$ cat src/hw/vcs_pkg.sv
// Shared constants, types and helpers of the video capture scaler block.
// Assumes a single 40 MHz clock domain and a 32-bit register bus.
package vcs_pkg;
   // ********************************************************
   // Widths and capture buffer size
   // ********************************************************
   localparam int DIM_W = 12;
   localparam int ADDR_W = 8;
   localparam int BUF_BYTES = 4096;
   localparam int WORD_BYTES = 4;
   localparam int BUF_WORDS = BUF_BYTES / WORD_BYTES;
   localparam int LVL_W = $clog2(BUF_WORDS + 1);
   // ********************************************************
   // Register offsets and fields
   // ********************************************************
   localparam logic [ADDR_W-1:0] OFF_CTRL = 8'h00;
   localparam logic [ADDR_W-1:0] OFF_IN_DIM = 8'h04;
   localparam logic [ADDR_W-1:0] OFF_OUT_DIM = 8'h08;
   localparam logic [ADDR_W-1:0] OFF_STATUS = 8'h0C;
   localparam logic [ADDR_W-1:0] OFF_MASK = 8'h10;
   localparam logic [ADDR_W-1:0] OFF_STATE = 8'h14;
   localparam int CTRL_EN_B = 0;
   localparam int CTRL_PRST_B = 1;
   localparam int CTRL_FRST_B = 2;
   localparam int DIM_W_LSB = 0;
   localparam int DIM_H_LSB = 16;
   localparam int EV_OVF_B = 0;
   localparam int EV_RSZ_B = 1;
   localparam int EV_FRM_B = 2;
   localparam int EV_N = 3;
   localparam int ST_OVF_B = 0;
   localparam int ST_SYN_B = 1;
   localparam int ST_FULL_B = 2;
   localparam int ST_LVL_LSB = 16;
   localparam logic [31:0] RST_CTRL = 32'h0000_0000;
   localparam logic [31:0] RST_IN_DIM = 32'h0004_0004;
   localparam logic [31:0] RST_OUT_DIM = 32'h0002_0002;
   localparam logic [1:0] RESP_OKAY = 2'b00;
   localparam logic [1:0] RESP_SLVERR = 2'b10;
   // ********************************************************
   // State types
   // ********************************************************
   typedef enum logic [1:0] {SC_WAIT = 2'b00, SC_RUN = 2'b01, SC_SYN = 2'b11} vcs_sc_state_t;
   typedef enum logic {PA_PASS = 1'b0, PA_DROP = 1'b1} vcs_pa_state_t;
   // Bresenham step: {hit, next accumulator}
   function automatic logic [DIM_W:0] vcs_dda(input logic [DIM_W-1:0] acc,
                                               input logic [DIM_W-1:0] num,
                                               input logic [DIM_W-1:0] den);
      logic [DIM_W:0] sum;
      sum = {1'b0, acc} + {1'b0, num};
      if (sum >= {1'b0, den}) begin
         vcs_dda = {1'b1, DIM_W'(sum - {1'b0, den})};
      end else begin
         vcs_dda = {1'b0, sum[DIM_W-1:0]};
      end
   endfunction
   // Byte-lane merge of a register write
   function automatic logic [31:0] vcs_merge(input logic [31:0] old, input logic [31:0] nw,
                                             input logic [3:0] strb);
      for (int i = 0; i < 4; i++) begin
         vcs_merge[i*8 +: 8] = strb[i] ? nw[i*8 +: 8] : old[i*8 +: 8];
      end
   endfunction
endpackage

$ cat src/hw/vcs_if.sv
// Carriers between the block's own modules: pixel stream and register access.
// Assumes all users share one clock.
interface vcs_pix_if #(parameter int PW = 24);
   logic valid;
   logic ready;
   logic sof;
   logic sol;
   logic [PW-1:0] data;
   modport src(output valid, sof, sol, data, input ready);
   modport snk(input valid, sof, sol, data, output ready);
endinterface

interface vcs_reg_if;
   logic wr_en;
   logic [vcs_pkg::ADDR_W-1:0] wr_addr;
   logic [31:0] wr_data;
   logic [3:0] wr_strb;
   logic wr_err;
   logic rd_en;
   logic [vcs_pkg::ADDR_W-1:0] rd_addr;
   logic [31:0] rd_data;
   logic rd_err;
   modport bus(output wr_en, wr_addr, wr_data, wr_strb, rd_en, rd_addr,
               input wr_err, rd_data, rd_err);
   modport regs(input wr_en, wr_addr, wr_data, wr_strb, rd_en, rd_addr,
                output wr_err, rd_data, rd_err);
endinterface

$ cat src/hw/vcs_axil.sv
// AXI4-Lite slave front end: turns bus transfers into register strobes.
// Assumes the register side answers combinationally in the strobe cycle.
module vcs_axil (
   // Clock and reset
   input wire logic clk_i,
   input wire logic rst_n_i,
   // Write channels
   input wire logic [vcs_pkg::ADDR_W-1:0] awaddr_i,
   input wire logic awvalid_i,
   output logic awready_o,
   input wire logic [31:0] wdata_i,
   input wire logic [3:0] wstrb_i,
   input wire logic wvalid_i,
   output logic wready_o,
   output logic [1:0] bresp_o,
   output logic bvalid_o,
   input wire logic bready_i,
   // Read channels
   input wire logic [vcs_pkg::ADDR_W-1:0] araddr_i,
   input wire logic arvalid_i,
   output logic arready_o,
   output logic [31:0] rdata_o,
   output logic [1:0] rresp_o,
   output logic rvalid_o,
   input wire logic rready_i,
   // Register side
   vcs_reg_if.bus rg
);
   logic aw_hold_ff, w_hold_ff, bvalid_ff, rvalid_ff;
   logic [vcs_pkg::ADDR_W-1:0] awaddr_ff;
   logic [31:0] wdata_ff, rdata_ff;
   logic [3:0] wstrb_ff;
   logic [1:0] bresp_ff, rresp_ff;
   wire aw_take = awvalid_i && awready_o;
   wire w_take = wvalid_i && wready_o;
   wire do_wr = (aw_hold_ff || aw_take) && (w_hold_ff || w_take);
   // Handshakes and strobes
   assign awready_o = !aw_hold_ff && !bvalid_ff;
   assign wready_o = !w_hold_ff && !bvalid_ff;
   assign arready_o = !rvalid_ff;
   assign rg.wr_en = do_wr;
   assign rg.wr_addr = aw_hold_ff ? awaddr_ff : awaddr_i;
   assign rg.wr_data = w_hold_ff ? wdata_ff : wdata_i;
   assign rg.wr_strb = w_hold_ff ? wstrb_ff : wstrb_i;
   assign rg.rd_en = arvalid_i && arready_o;
   assign rg.rd_addr = araddr_i;
   assign {bvalid_o, bresp_o, rvalid_o, rresp_o, rdata_o} =
      {bvalid_ff, bresp_ff, rvalid_ff, rresp_ff, rdata_ff};
   // Write path: either channel may come first
   always_ff @(posedge clk_i or negedge rst_n_i) begin
      if (!rst_n_i) begin
         {aw_hold_ff, w_hold_ff, bvalid_ff} <= 3'b000;
         awaddr_ff <= '0;
         wdata_ff <= '0;
         wstrb_ff <= '0;
         bresp_ff <= vcs_pkg::RESP_OKAY;
      end else begin
         aw_hold_ff <= !do_wr && (aw_hold_ff || aw_take);
         w_hold_ff <= !do_wr && (w_hold_ff || w_take);
         if (aw_take) awaddr_ff <= awaddr_i;
         if (w_take) begin
            wdata_ff <= wdata_i;
            wstrb_ff <= wstrb_i;
         end
         if (do_wr) bresp_ff <= rg.wr_err ? vcs_pkg::RESP_SLVERR : vcs_pkg::RESP_OKAY;
         bvalid_ff <= do_wr || (bvalid_ff && !bready_i);
      end
   end
   // Read path: data captured in the address cycle
   always_ff @(posedge clk_i or negedge rst_n_i) begin
      if (!rst_n_i) begin
         rvalid_ff <= 1'b0;
         rdata_ff <= '0;
         rresp_ff <= vcs_pkg::RESP_OKAY;
      end else begin
         if (rg.rd_en) begin
            rdata_ff <= rg.rd_data;
            rresp_ff <= rg.rd_err ? vcs_pkg::RESP_SLVERR : vcs_pkg::RESP_OKAY;
         end
         rvalid_ff <= rg.rd_en || (rvalid_ff && !rready_i);
      end
   end
endmodule

$ cat src/hw/vcs_parser.sv
// Capture input parser: synchronises the video pins and feeds the scaler.
// Assumes the source holds each pin state for at least one clock period.
module vcs_parser #(parameter int PW = 24) (
   // Clock and reset
   input wire logic clk_i,
   input wire logic rst_n_i,
   input wire logic clr_i,
   // Capture buffer has room
   input wire logic space_i,
   // Video pins
   input wire logic vid_de_i,
   input wire logic vid_ls_i,
   input wire logic vid_fs_i,
   input wire logic [PW-1:0] vid_pix_i,
   // Stream to scaler and status
   vcs_pix_if.src pix,
   output logic ovf_o,
   output logic ovf_evt_o
);
   if (PW < 1 || PW > 32) begin : g_chk
      $error("vcs_parser: PW out of range");
   end
   logic [PW+2:0] s1_ff, s2_ff, out_ff;
   logic valid_ff;
   vcs_pkg::vcs_pa_state_t st_ff, nxt_st;
   wire p = s2_ff[PW];
   wire p_ls = s2_ff[PW+1] || s2_ff[PW+2];
   wire out_free = !valid_ff || pix.ready;
   wire pass_ok = p && out_free && space_i;
   // Drop mode takes again only from a line start
   wire load = (st_ff == vcs_pkg::PA_PASS) ? pass_ok : (pass_ok && p_ls);
   // Pixel that cannot be taken starts an overflow
   assign ovf_evt_o = (st_ff == vcs_pkg::PA_PASS) && p && !pass_ok;
   assign ovf_o = (st_ff == vcs_pkg::PA_DROP);
   assign pix.valid = valid_ff;
   assign {pix.sof, pix.sol, pix.data} = {out_ff[PW+2], out_ff[PW+1], out_ff[PW-1:0]};
   // Overflow state: discard until space and a new line
   always_comb begin
      nxt_st = st_ff;
      if (clr_i) nxt_st = vcs_pkg::PA_PASS;
      else if (ovf_evt_o) nxt_st = vcs_pkg::PA_DROP;
      else if (st_ff == vcs_pkg::PA_DROP && load) nxt_st = vcs_pkg::PA_PASS;
   end
   // Pin synchroniser and output register
   always_ff @(posedge clk_i or negedge rst_n_i) begin
      if (!rst_n_i) begin
         s1_ff <= '0;
         s2_ff <= '0;
         out_ff <= '0;
         valid_ff <= 1'b0;
         st_ff <= vcs_pkg::PA_PASS;
      end else begin
         s1_ff <= {vid_fs_i, vid_ls_i, vid_de_i, vid_pix_i};
         s2_ff <= s1_ff;
         st_ff <= nxt_st;
         if (load) out_ff <= s2_ff;
         valid_ff <= !clr_i && (load || (valid_ff && !pix.ready));
      end
   end
endmodule

$ cat src/hw/vcs_top.sv
// Video capture path: parser, inline downscaler and capture buffer level.
// Assumes an AXI4-Lite master and a DMA engine that drains one word per pulse.
//
// Contract
// Scaler holds separate input and output height and width settings.
// Wrongly sized input still yields exactly the configured output frame.
// While synthesizing missing output, scaler requests no data from parser.
// Capture buffer holds 4k bytes; when full, parser enters overflow.
// In overflow, parser discards pixels and lines, shrinking the frame.
// Missing output is generated at full internal rate, unpaced by video.
// Video refused while scaler withholds requests causes further overflow.
// Software disables the port, then asserts the port reset bit.
// Software then asserts parser FIFO reset before posting abort descriptors.
// With both resets held, software posts aborts for all channels.
// After aborts complete, release port reset, FIFO reset, then restart.
// Overflow ends when buffer has space, resuming at next line start.
module vcs_top #(parameter int PIX_W = 24) (
   // Clock and reset
   input wire logic CLK_I,
   input wire logic RST_N_I,
   // AXI4-Lite write channels
   input wire logic [vcs_pkg::ADDR_W-1:0] S_AXI_AWADDR_I,
   input wire logic S_AXI_AWVALID_I,
   output logic S_AXI_AWREADY_O,
   input wire logic [31:0] S_AXI_WDATA_I,
   input wire logic [3:0] S_AXI_WSTRB_I,
   input wire logic S_AXI_WVALID_I,
   output logic S_AXI_WREADY_O,
   output logic [1:0] S_AXI_BRESP_O,
   output logic S_AXI_BVALID_O,
   input wire logic S_AXI_BREADY_I,
   // AXI4-Lite read channels
   input wire logic [vcs_pkg::ADDR_W-1:0] S_AXI_ARADDR_I,
   input wire logic S_AXI_ARVALID_I,
   output logic S_AXI_ARREADY_O,
   output logic [31:0] S_AXI_RDATA_O,
   output logic [1:0] S_AXI_RRESP_O,
   output logic S_AXI_RVALID_O,
   input wire logic S_AXI_RREADY_I,
   // External video pins
   input wire logic [PIX_W-1:0] VID_PIX_I,
   input wire logic VID_DE_I,
   input wire logic VID_LS_I,
   input wire logic VID_FS_I,
   // Capture buffer write side and drain
   output logic [PIX_W-1:0] CAP_DATA_O,
   output logic CAP_VALID_O,
   output logic CAP_SOF_O,
   input wire logic DMA_DRAIN_I,
   // Interrupt
   output logic IRQ_O
);
   localparam int DW = vcs_pkg::DIM_W;
   localparam int LW = vcs_pkg::LVL_W;

   if (PIX_W < 1 || PIX_W > 32) begin : g_chk
      $error("vcs_top: PIX_W out of range");
   end

   // ********************************************************
   // Declarations
   // ********************************************************
   vcs_pix_if #(.PW(PIX_W)) pix_if();
   vcs_reg_if reg_if();
   logic [31:0] ctrl_ff, in_dim_ff, out_dim_ff;
   logic [vcs_pkg::EV_N-1:0] stat_ff, mask_ff, nxt_stat, ev;
   logic [LW-1:0] lvl_ff, nxt_lvl;
   vcs_pkg::vcs_sc_state_t st_ff, nxt_st;
   logic [DW-1:0] ix_ff, iy_ff, hacc_ff, vacc_ff, ox_ff, oy_ff;
   logic [DW-1:0] nxt_ix, nxt_iy, nxt_hacc, nxt_vacc, nxt_ox, nxt_oy;
   logic vsel_ff, nxt_vsel;
   logic [PIX_W-1:0] last_ff, nxt_last, cap_data_ff, nxt_cap_data;
   logic cap_valid_ff, nxt_cap_valid, cap_sof_ff, nxt_cap_sof;
   logic run_pix, rsz_evt, frm_evt;
   logic ovf, ovf_evt;

   // ********************************************************
   // Control decode
   // ********************************************************
   // Input and output dimensions held apart
   wire [DW-1:0] in_w = in_dim_ff[vcs_pkg::DIM_W_LSB +: DW];
   wire [DW-1:0] in_h = in_dim_ff[vcs_pkg::DIM_H_LSB +: DW];
   wire [DW-1:0] out_w = out_dim_ff[vcs_pkg::DIM_W_LSB +: DW];
   wire [DW-1:0] out_h = out_dim_ff[vcs_pkg::DIM_H_LSB +: DW];
   wire port_en = ctrl_ff[vcs_pkg::CTRL_EN_B];
   wire port_rst = ctrl_ff[vcs_pkg::CTRL_PRST_B];
   wire fifo_rst = ctrl_ff[vcs_pkg::CTRL_FRST_B];
   // Port reset or disable stops the scaler; FIFO reset also the parser
   wire sc_clr = port_rst || !port_en;
   wire pa_clr = sc_clr || fifo_rst;
   wire buf_free = (lvl_ff < LW'(vcs_pkg::BUF_WORDS));

   // ********************************************************
   // Parser and bus front end
   // ********************************************************
   vcs_parser #(.PW(PIX_W)) u_parser (
      .clk_i(CLK_I),
      .rst_n_i(RST_N_I),
      .clr_i(pa_clr),
      .space_i(buf_free),
      .vid_de_i(VID_DE_I),
      .vid_ls_i(VID_LS_I),
      .vid_fs_i(VID_FS_I),
      .vid_pix_i(VID_PIX_I),
      .pix(pix_if.src),
      .ovf_o(ovf),
      .ovf_evt_o(ovf_evt)
   );

   vcs_axil u_axil (
      .clk_i(CLK_I),
      .rst_n_i(RST_N_I),
      .awaddr_i(S_AXI_AWADDR_I),
      .awvalid_i(S_AXI_AWVALID_I),
      .awready_o(S_AXI_AWREADY_O),
      .wdata_i(S_AXI_WDATA_I),
      .wstrb_i(S_AXI_WSTRB_I),
      .wvalid_i(S_AXI_WVALID_I),
      .wready_o(S_AXI_WREADY_O),
      .bresp_o(S_AXI_BRESP_O),
      .bvalid_o(S_AXI_BVALID_O),
      .bready_i(S_AXI_BREADY_I),
      .araddr_i(S_AXI_ARADDR_I),
      .arvalid_i(S_AXI_ARVALID_I),
      .arready_o(S_AXI_ARREADY_O),
      .rdata_o(S_AXI_RDATA_O),
      .rresp_o(S_AXI_RRESP_O),
      .rvalid_o(S_AXI_RVALID_O),
      .rready_i(S_AXI_RREADY_I),
      .rg(reg_if.bus)
   );

   // ********************************************************
   // Register decode
   // ********************************************************
   // Write select per register
   wire wr_ctrl = reg_if.wr_en && (reg_if.wr_addr == vcs_pkg::OFF_CTRL);
   wire wr_in = reg_if.wr_en && (reg_if.wr_addr == vcs_pkg::OFF_IN_DIM);
   wire wr_out = reg_if.wr_en && (reg_if.wr_addr == vcs_pkg::OFF_OUT_DIM);
   wire wr_mask = reg_if.wr_en && (reg_if.wr_addr == vcs_pkg::OFF_MASK);
   wire wr_ro = (reg_if.wr_addr == vcs_pkg::OFF_STATUS) ||
                (reg_if.wr_addr == vcs_pkg::OFF_STATE);
   assign reg_if.wr_err = !(wr_ctrl || wr_in || wr_out || wr_mask || wr_ro);
   // Read select and data
   wire [vcs_pkg::ADDR_W-1:0] ra = reg_if.rd_addr;
   wire rd_stat = reg_if.rd_en && (ra == vcs_pkg::OFF_STATUS);
   wire [31:0] state_word = {5'h00, LW'(lvl_ff), 13'h0000,
                             !buf_free, (st_ff == vcs_pkg::SC_SYN), ovf};
   assign reg_if.rd_data =
      (ra == vcs_pkg::OFF_CTRL) ? ctrl_ff :
      (ra == vcs_pkg::OFF_IN_DIM) ? in_dim_ff :
      (ra == vcs_pkg::OFF_OUT_DIM) ? out_dim_ff :
      (ra == vcs_pkg::OFF_STATUS) ? {29'h0000_0000, stat_ff} :
      (ra == vcs_pkg::OFF_MASK) ? {29'h0000_0000, mask_ff} :
      (ra == vcs_pkg::OFF_STATE) ? state_word : 32'h0000_0000;
   assign reg_if.rd_err = !((ra == vcs_pkg::OFF_CTRL) || (ra == vcs_pkg::OFF_IN_DIM) ||
                            (ra == vcs_pkg::OFF_OUT_DIM) || (ra == vcs_pkg::OFF_STATUS) ||
                            (ra == vcs_pkg::OFF_MASK) || (ra == vcs_pkg::OFF_STATE));
   // Events: set wins over read clear
   assign ev = {frm_evt, rsz_evt, ovf_evt};
   assign nxt_stat = (rd_stat ? '0 : stat_ff) | ev;
   assign IRQ_O = |(stat_ff & mask_ff);

   // Software registers
   always_ff @(posedge CLK_I or negedge RST_N_I) begin
      if (!RST_N_I) begin
         ctrl_ff <= vcs_pkg::RST_CTRL;
         in_dim_ff <= vcs_pkg::RST_IN_DIM;
         out_dim_ff <= vcs_pkg::RST_OUT_DIM;
         mask_ff <= '0;
         stat_ff <= '0;
      end else begin
         if (wr_ctrl) ctrl_ff <= vcs_pkg::vcs_merge(ctrl_ff, reg_if.wr_data, reg_if.wr_strb);
         if (wr_in) in_dim_ff <= vcs_pkg::vcs_merge(in_dim_ff, reg_if.wr_data, reg_if.wr_strb);
         if (wr_out) out_dim_ff <= vcs_pkg::vcs_merge(out_dim_ff, reg_if.wr_data, reg_if.wr_strb);
         if (wr_mask) mask_ff <= reg_if.wr_data[vcs_pkg::EV_N-1:0];
         stat_ff <= nxt_stat;
      end
   end

   // ********************************************************
   // Downscaler
   // ********************************************************
   // Scaler takes pixels while waiting, or while running with room; never while synthesizing
   assign pix_if.ready = (st_ff == vcs_pkg::SC_WAIT) ||
                         ((st_ff == vcs_pkg::SC_RUN) && buf_free);
   wire take = pix_if.valid && pix_if.ready;
   wire ls = pix_if.sof || pix_if.sol;
   // Position of the pixel now offered
   wire [DW-1:0] cur_ix = ls ? '0 : ix_ff;
   wire [DW-1:0] cur_iy = pix_if.sof ? '0 : (pix_if.sol ? DW'(iy_ff + 1'b1) : iy_ff);
   wire [DW-1:0] cur_ox = ls ? '0 : ox_ff;
   wire [DW-1:0] cur_oy = pix_if.sof ? '0 : oy_ff;
   // Line and pixel selection steps
   wire [DW:0] vstep = vcs_pkg::vcs_dda(pix_if.sof ? '0 : vacc_ff, out_h, in_h);
   wire [DW:0] hstep = vcs_pkg::vcs_dda(ls ? '0 : hacc_ff, out_w, in_w);
   wire line_sel = ls ? vstep[DW] : vsel_ff;
   wire emit = line_sel && hstep[DW];
   wire line_end = ({1'b0, cur_ix} + 1'b1) == {1'b0, in_w};
   wire frame_end = line_end && (({1'b0, cur_iy} + 1'b1) == {1'b0, in_h});
   // Short line or early frame start means a wrongly sized input
   wire mismatch = pix_if.sof || (pix_if.sol && (ix_ff != in_w));
   wire syn_last_px = ({1'b0, ox_ff} + 1'b1) == {1'b0, out_w};
   wire syn_last_ln = ({1'b0, oy_ff} + 1'b1) == {1'b0, out_h};

   // Scaler next state
   always_comb begin
      nxt_st = st_ff;
      {nxt_ix, nxt_iy, nxt_hacc, nxt_vacc} = {ix_ff, iy_ff, hacc_ff, vacc_ff};
      {nxt_ox, nxt_oy, nxt_vsel, nxt_last} = {ox_ff, oy_ff, vsel_ff, last_ff};
      nxt_cap_valid = 1'b0;
      nxt_cap_data = cap_data_ff;
      nxt_cap_sof = 1'b0;
      run_pix = 1'b0;
      rsz_evt = 1'b0;
      frm_evt = 1'b0;
      unique case (st_ff)
         vcs_pkg::SC_WAIT: begin
            // Pixels before a frame start are discarded
            run_pix = take && pix_if.sof;
         end
         vcs_pkg::SC_RUN: begin
            if (take && mismatch) begin
               nxt_st = vcs_pkg::SC_SYN;
               rsz_evt = 1'b1;
            end else begin
               run_pix = take && (ls || (ix_ff != in_w));
            end
         end
         vcs_pkg::SC_SYN: begin
            // One made-up pixel per cycle, limited only by buffer room
            if (buf_free) begin
               nxt_cap_valid = 1'b1;
               nxt_cap_data = last_ff;
               nxt_cap_sof = (ox_ff == '0) && (oy_ff == '0);
               nxt_ox = syn_last_px ? '0 : DW'(ox_ff + 1'b1);
               nxt_oy = syn_last_px ? DW'(oy_ff + 1'b1) : oy_ff;
               if (syn_last_px && syn_last_ln) begin
                  nxt_st = vcs_pkg::SC_WAIT;
                  frm_evt = 1'b1;
               end
            end
         end
         default: nxt_st = vcs_pkg::SC_WAIT;
      endcase
      // Normal scaling of an accepted pixel
      if (run_pix) begin
         nxt_st = vcs_pkg::SC_RUN;
         nxt_ix = DW'(cur_ix + 1'b1);
         nxt_iy = cur_iy;
         nxt_hacc = hstep[DW-1:0];
         nxt_vacc = ls ? vstep[DW-1:0] : vacc_ff;
         nxt_vsel = line_sel;
         nxt_last = pix_if.data;
         nxt_ox = emit ? DW'(cur_ox + 1'b1) : cur_ox;
         nxt_oy = cur_oy;
         if (emit) begin
            nxt_cap_valid = 1'b1;
            nxt_cap_data = pix_if.data;
            nxt_cap_sof = (cur_ox == '0) && (cur_oy == '0);
         end
         if (line_end && line_sel) begin
            nxt_ox = '0;
            nxt_oy = DW'(cur_oy + 1'b1);
         end
         if (frame_end) begin
            nxt_st = vcs_pkg::SC_WAIT;
            frm_evt = 1'b1;
         end
      end
   end

   // Scaler registers
   always_ff @(posedge CLK_I or negedge RST_N_I) begin
      if (!RST_N_I) begin
         st_ff <= vcs_pkg::SC_WAIT;
         {ix_ff, iy_ff, hacc_ff, vacc_ff, ox_ff, oy_ff} <= '0;
         {vsel_ff, cap_valid_ff, cap_sof_ff} <= 3'b000;
         last_ff <= '0;
         cap_data_ff <= '0;
      end else begin
         st_ff <= sc_clr ? vcs_pkg::SC_WAIT : nxt_st;
         {ix_ff, iy_ff, hacc_ff, vacc_ff, ox_ff, oy_ff} <=
            {nxt_ix, nxt_iy, nxt_hacc, nxt_vacc, nxt_ox, nxt_oy};
         vsel_ff <= nxt_vsel;
         last_ff <= nxt_last;
         cap_valid_ff <= nxt_cap_valid && !sc_clr;
         cap_sof_ff <= nxt_cap_sof && !sc_clr;
         cap_data_ff <= nxt_cap_data;
      end
   end

   // ********************************************************
   // Capture buffer level
   // ********************************************************
   // Words in, drain pulses out; a full buffer backs up into the parser
   wire drain_ok = DMA_DRAIN_I && (lvl_ff != '0);
   wire add_ok = nxt_cap_valid && !sc_clr;
   assign nxt_lvl = LW'(lvl_ff + LW'(add_ok) - LW'(drain_ok));
   assign CAP_DATA_O = cap_data_ff;
   assign CAP_VALID_O = cap_valid_ff;
   assign CAP_SOF_O = cap_sof_ff;

   // Level register
   always_ff @(posedge CLK_I or negedge RST_N_I) begin
      if (!RST_N_I) begin
         lvl_ff <= '0;
      end else begin
         lvl_ff <= nxt_lvl;
      end
   end
endmodule

$ cat config.mk
export PLATFORM = sky130hd
export DESIGN_NAME = vcs_top
export DESIGN_NICKNAME = d
export VERILOG_FILES = /design/src/hw/vcs_pkg.sv /design/src/hw/vcs_if.sv /design/src/hw/vcs_axil.sv /design/src/hw/vcs_parser.sv /design/src/hw/vcs_top.sv
export SDC_FILE = /design/constraint.sdc
export NUM_CORES = 1
export LEC_CHECK = 0
export ABC_AREA = 1
export BUFFER_PORTS_ARGS = -buffer_cell sky130_fd_sc_hd__buf_2
export CORE_AREA = 2 2 219 221
export DETAILED_ROUTE_END_ITERATION = 10
export DIE_AREA = 0 0 221 223
export HOLD_SLACK_MARGIN = 0.12
export MAX_ROUTING_LAYER = met4
export PLACE_DENSITY = 0.67
export SLEW_MARGIN = 30
export SYNTH_ARGS = -nofsm -noshare
export SYNTH_HDL_FRONTEND = slang
export SYNTH_HIERARCHICAL = 1
export SYNTH_SLANG_ARGS = --single-unit
export TNS_END_PERCENT = 10
$ cat constraint.sdc
create_clock -name CLK_I -period 19.2 [get_ports CLK_I]
set_input_delay 0.96 -clock CLK_I [delete_from_list [all_inputs] [get_ports CLK_I]]
set_output_delay 0.96 -clock CLK_I [all_outputs]
set_load 0.01 [all_outputs]
* Yosys cells after proc, flatten, opt, wreduce, memory -nomap -nowiden *
Cells that the tools add are included.

word-level totals
  register bits after elaboration = 405
  output and inout port bits = 68
  word-level logic and storage cells = 254

operators by class
  add/subtract/negate cells = 16
  $lt $le $gt $ge = 3
  equal/unequal tests = 21
  multiplexer cells = 65
  bitwise logic cells = 3
  reduce and logical (&&, ||, !) cells = 104

operators with widths
  operator               count
  $mux 12                18
  $mux 32                4
  $mux 24                4
  $mux 27                3
  $add 12x1->12 const B  6
  $add 12x1->13 const B  4
  $eq 13x12->1           4
  $logic_not 12->1       4
  $logic_and 1x1->1      38
  $eq 8x4->1 const B     4
  $eq 8x5->1 const B     4
  $reduce_and 2->1       14
  $add 12x12->13         2
  $ge 13x12->1           2
  $mux 13                2
  $sub 12x12->12         2
  $logic_or 1x1->1       23
  $mux 1                 22
  $eq 8x3->1 const B     2
  $logic_not 8->1        2
  $logic_not 1->1        14
  $mux 2                 7
  $ne 12x12->1           1
  $ne 4x4->1 const B     3
  other kinds (21)       23

* Longest topological paths before layout *
  word-level depth = 12
  mapped depth = 44
  depth with buffers taken out = 39

* Cells and area by module *
The synthesis kept the hierarchy.

by module, submodules not included
  module      instances  cells each  area an instance (µm²)  sequential area each (µm²)
  vcs_top     1          2439        16747.3                 5960.7
  vcs_axil    1          459         3898.7                  2052.0
  vcs_parser  1          182         2518.7                  2052.0

* Worst setup path before layout *
OpenSTA, ideal clock, no wires.

  path type = reg-to-reg
  start point = register u_parser.out_ff[25]
  end point = register lvl_ff[10]
  library setup time = 0.079 ns
  data arrival time = 6.420 ns
  setup slack = 12.701 ns
  stages on the path, launching flop included = 45
  path buffers = 5
  period minus slack after synthesis = 6.499 ns
  cell sequence = dfrtp_1 > inv_1 > nand2_2 > clkbuf_1 > buf_1 > buf_1 > nor2_1 > ha_1 > inv_1 > fa_1 > o21ai_0 > a21oi_1 > nor2_1 > nor2_1 > xor2_1 > inv_1 > ha_1 > nand2_1 > [... 9 more ...] > buf_2 > a21oi_1 > inv_1 > ha_1 > inv_1 > ha_1 > inv_1 > fa_1 > o21ai_0 > a21oi_1 > o21ai_0 > nand2_1 > nand2_1 > a21oi_1 > nor2_1 > nor2_1 > o21bai_1 > xor2_1

between the ends
  longest elaborated chain between the ends = 11

RTL lines
  item                    line              RTL
  start, declared         vcs_parser.sv:23  logic [PW+2:0] s1_ff, s2_ff, out_ff;
  start signal, assigned  vcs_parser.sv:49  out_ff <= '0;
  start signal, assigned  vcs_parser.sv:56  if (load) out_ff <= s2_ff;
  $logic_or 1x1->1        vcs_top.sv:188    wire ls = pix_if.sof || pix_if.sol;
  $mux 12                 vcs_top.sv:196    wire [DW:0] hstep = vcs_pkg::vcs_dda(ls ? '0 : hacc_ff, out_w, in_w);
  $add 12x12->13          vcs_pkg.sv:50     sum = {1'b0, acc} + {1'b0, num};
  $ge 13x12->1            vcs_pkg.sv:51     if (sum >= {1'b0, den}) begin
  $mux 13                 vcs_pkg.sv:51
  $logic_and 1x1->1       vcs_top.sv:198    wire emit = line_sel && hstep[DW];
  $mux 1                  vcs_top.sv:257    if (emit) begin
  $mux 1 *                vcs_top.sv:247    if (run_pix) begin
  $logic_and 1x1->1 *     vcs_top.sv:298    wire add_ok = nxt_cap_valid && !sc_clr;
  named net add_ok        vcs_top.sv:298
  $add 11x1->11 *         vcs_top.sv:299    assign nxt_lvl = LW'(lvl_ff + LW'(add_ok) - LW'(drain_ok));
  $sub 11x1->11 *         vcs_top.sv:299
  named net nxt_lvl[10]   vcs_top.sv:67     logic [LW-1:0] lvl_ff, nxt_lvl;
  end signal, assigned    vcs_top.sv:309    lvl_ff <= nxt_lvl;
  end, declared           vcs_top.sv:67

Mark *: on every way through the listed nets, which the timed path passes. The rest lies on a longest branch.
A chain may end at the register's enable or synchronous reset.

* Final worst setup path *
  start point = register u_parser.out_ff[26]
  end point = register lvl_ff[10]

between the ends
  longest elaborated chain between the ends = 11

RTL lines
  item                                                   line
  $mux 12 / $logic_or 1x1->1 (equally long branches)     vcs_top.sv:195, vcs_top.sv:188
  $add 12x12->13 / $mux 12 (equally long branches)       vcs_pkg.sv:50, vcs_top.sv:196
  $ge 13x12->1 / $add 12x12->13 (equally long branches)  vcs_pkg.sv:51, vcs_pkg.sv:50
  $mux 13 / $ge 13x12->1 (equally long branches)         vcs_pkg.sv:51
  $mux 1 / $mux 13 (equally long branches)               vcs_top.sv:197, vcs_pkg.sv:51
  $logic_and 1x1->1                                      vcs_top.sv:198
  $mux 1                                                 vcs_top.sv:257
  $mux 1 *                                               vcs_top.sv:247
  $logic_and 1x1->1 *                                    vcs_top.sv:298
  named net add_ok                                       vcs_top.sv:298
  $add 11x1->11 *                                        vcs_top.sv:299
  $sub 11x1->11 *                                        vcs_top.sv:299
  named net nxt_lvl[10]                                  vcs_top.sv:67

Marked as above.

==> results.yml <==
outcome:
  status: "complete, no violations"
place:
  place_inst: 3755
  dp_hpwl_um: 47800
  port_buffers: 152
  dpl_worst_slack_ns: 11.10
  gp_congestion: 0.983
  place_area_mm2: 0.0242
global_routing:
  grt_pass1_wl_um: 107000
  grt_max_degree: 85
  grt_antenna_before_repair: 2
  grt_pass1_vias: 20197
  track_usage_pct: 27.9
  overflow: 0
clock_tree:
  clock_sinks: 402
  htreeDepth: 2
  max-clock-path-buffers: 3
  ctsResizeCount: 0
  clk_pin_slew_ns: 0.06
  clkLatencyLatePin_ns: 0.58
  cts_hold_buf: 0
  cts_tree: "done"
  post_cts_buffers: 0
  cts_buffers: 45
  cts-root-buf: "clkbuf_16"
layout:
  fillers: 4414
  final_nets: 3353
  synthToLayoutAreaGrowth_pct: 11.1
  instances_no_fill: 3838
  final_util_pct: 54.6
  fin_area_mm2: 0.0257
  final_layout_size_suffix_gt1_share_pct: 10.6
yosys:
  async_reset_ff_share_pct: 100
  synth_area_per_cell_um2: 7.52
  synth_top_area_cell: "dfrtp_1"
  ys.flop_type: "dfrtp_1"
  yosys_warnings: 6
  yosysUniqueCellTypes: 61
  synth_edf_count: 0
  synth_most_common_cell: "nand2_1"
  synth_area_leaders: "dfrtp_1, nand2_1, inv_1"
  synth_top_area_share_pct: 43.0
  ys_ff_latch: 402
  syn_inst: 3080
  syn_area_mm2: 0.0232
  synthTopCellsByCount: "nand2_1, dfrtp_1, inv_1"
  ys_seq_area_share_pct: 43.4
sta:
  hold_viol: 0
  max_slew_margin_pct: 35.7
  rsz0062_at_grt: "false"
  min_period_over_period_pct: 40.9
  worst_pin_slew_ns: 0.964
  maxSlewViolCount: 0
  setup_ws_ns: 11.35
  holdWs_ns: 0.333
  setup_tns_ns: 0
  finalCriticalPeriod_ns: 7.85
  finClkSkew_ns: 0.0255
  final-setup-viol-count: 0
  fmax_ghz: 0.127
hold_path:
  hold_depth: 0
  hold_class: "flip-flop to flip-flop"
worst_setup_path:
  endpoint: "lvl_ff[10]"
  worst-path-max-fanout: 51
  crit_path_start_kind: "flip-flop"
  critical_path.startpoint: "u_parser/out_ff[26]"
  r2r-start: "u_parser/out_ff[26]"
  end_kind: "flip-flop"
  ff2ff_setup_slack_ns: 11.35
  cpMaxStageDelayCell: "inv_1"
  cp.arrival_ns: 8.34
  r2r_end: "lvl_ff[10]"
  max_stage_delay_ns: 0.64
  required_ns: 19.69
  rr_worst_depth: 41
  crit_type: "flip-flop to flip-flop"
die:
  pin_count: 155
  core-area_mm2: 0.0471
  die_w_um: 221
  start_util_pct: 49.1
  rows: 80
  die-area_mm2: 0.0493
  die_h_um: 223
power:
  vdd_drop_max_mv: 0.0871
  p_per_area_mw_per_mm2: 116
  leakage_nw: 13.1
  power_mw: 2.98
routing:
  first_pass_iters: 6
  wl_per_cell_um: 17.3
  drtAntennaViolNets: 0
  num_vias: 20680
  vias_per_cell: 5.39
  drt_iter0_drc: 1690
  totalWireLength_um: 66500
  drc: 0
run:
  cap_violations: 0
-- registers in the layout, summed over array words and instances (netlist names), 24 cells and up --
| signal | cells |
|---|---|
| out_dim_ff | 32 |
| u_parser/s1_ff | 27 |
| ctrl_ff | 32 |
| in_dim_ff | 32 |
| u_parser/s2_ff | 27 |
| CAP_DATA_O | 24 |
| u_parser/out_ff | 26 |
| last_ff | 24 |
| u_axil/rdata_o | 32 |
| u_axil/wdata_ff | 32 |
-- cell usage in the layout, fill, tap and decap left out, drive strengths merged, types with 2 or more instances in the layout --
| cell type | count |
|---|---|
| nor4 | 9 |
| nand3 | 180 |
| and3 | 2 |
| conb | 2 |
| buf | 172 |
| xnor3 | 2 |
| nor2 | 258 |
| xnor2 | 33 |
| o22ai | 16 |
| nor3 | 39 |
| dfrtp | 398 |
| o211ai | 13 |
| clkbuf | 64 |
| diode | 2 |
| xor2 | 50 |
| nand2 | 1013 |
| bufinv | 3 |
| o21ai | 289 |
| ha | 74 |
| a211oi | 4 |
| inv | 365 |
| o221ai | 11 |
| clkinvlp | 3 |
| a221o | 3 |
| nand3b | 6 |
| a31oi | 29 |
| fa | 5 |
| clkinv | 12 |
| a221oi | 7 |
| nand4 | 42 |
| or2 | 5 |
| dfstp | 4 |
| o21bai | 8 |
| a21oi | 87 |
| o2111ai | 5 |
-- logic make-up after synthesis --
| logic type | after synthesis | synth area share, % |
|---|---|---|
| other | 1 | 0.0162 |
| adders and majority gates | 79 | 4.43 |
| AOI/OAI and AO/OA | 477 | 12.0 |
| DFF | 402 | 43.4 |
| xor gates and xnor gates | 85 | 3.33 |
| buffers and inverters | 479 | 8.65 |
| and+or+nand+nor | 1557 | 28.1 |
-- worst min-delay path by stage --
stage	end	from	slack [ns]
4_1_cts	u_parser/s2_ff[23]	u_parser/s1_ff[23]	0.34
3_3_place_gp	u_parser/s2_ff[8]	u_parser/s1_ff[8]	0.33
5_1_grt	u_parser/s2_ff[23]	u_parser/s1_ff[23]	0.34
3_5_place_dp	u_parser/s2_ff[20]	u_parser/s1_ff[20]	0.34
6_report	u_parser/s2_ff[23]	u_parser/s1_ff[23]	0.33
2_1_floorplan	u_parser/s2_ff[0]	u_parser/s1_ff[0]	0.33
-- layout make-up --
class                      count  area (um2)  area share (%)
multi-input combinational   2200       11100            43.2
sequential                   402       10100            39.1
inverter                     366        1370            5.34
clock buffer                  64        1290            5.01
timing repair buffer         172         932            3.62
tap                          615         769            2.99
clock inverter                17         186           0.724
antenna                        2        5.00          0.0194
-- routing by layer --
metal	track usage (%)	part of all wire [%]	wire length [um]
met1	36.1	43	28700
met2	44.5	47	31300
met3	3.54	5.5	3640
met4	11.3	4.2	2820
met5	-	0	0
-- report_power, final --
part / switching (mW) / internal (mW)
sequential: 0.177 / 1.03
combinational: 0.606 / 0.303
clock: 0.357 / 0.509
total: 1.14 / 1.84
-- critical path: cells and delay by family (launching register included) --
| family | cells | cell delay, ns |
|---|---|---|
| AO/OA/AOI/OAI | 8 | 1.87 |
| flip-flops | 1 | 0.63 |
| adder cells (fa/ha/maj) | 6 | 1.75 |
| buffers and inverters | 8 | 1.58 |
| XOR/XNOR | 2 | 0.33 |
| AND/OR/NAND/NOR | 17 | 1.60 |
Power figures use the tool's default switching activity.
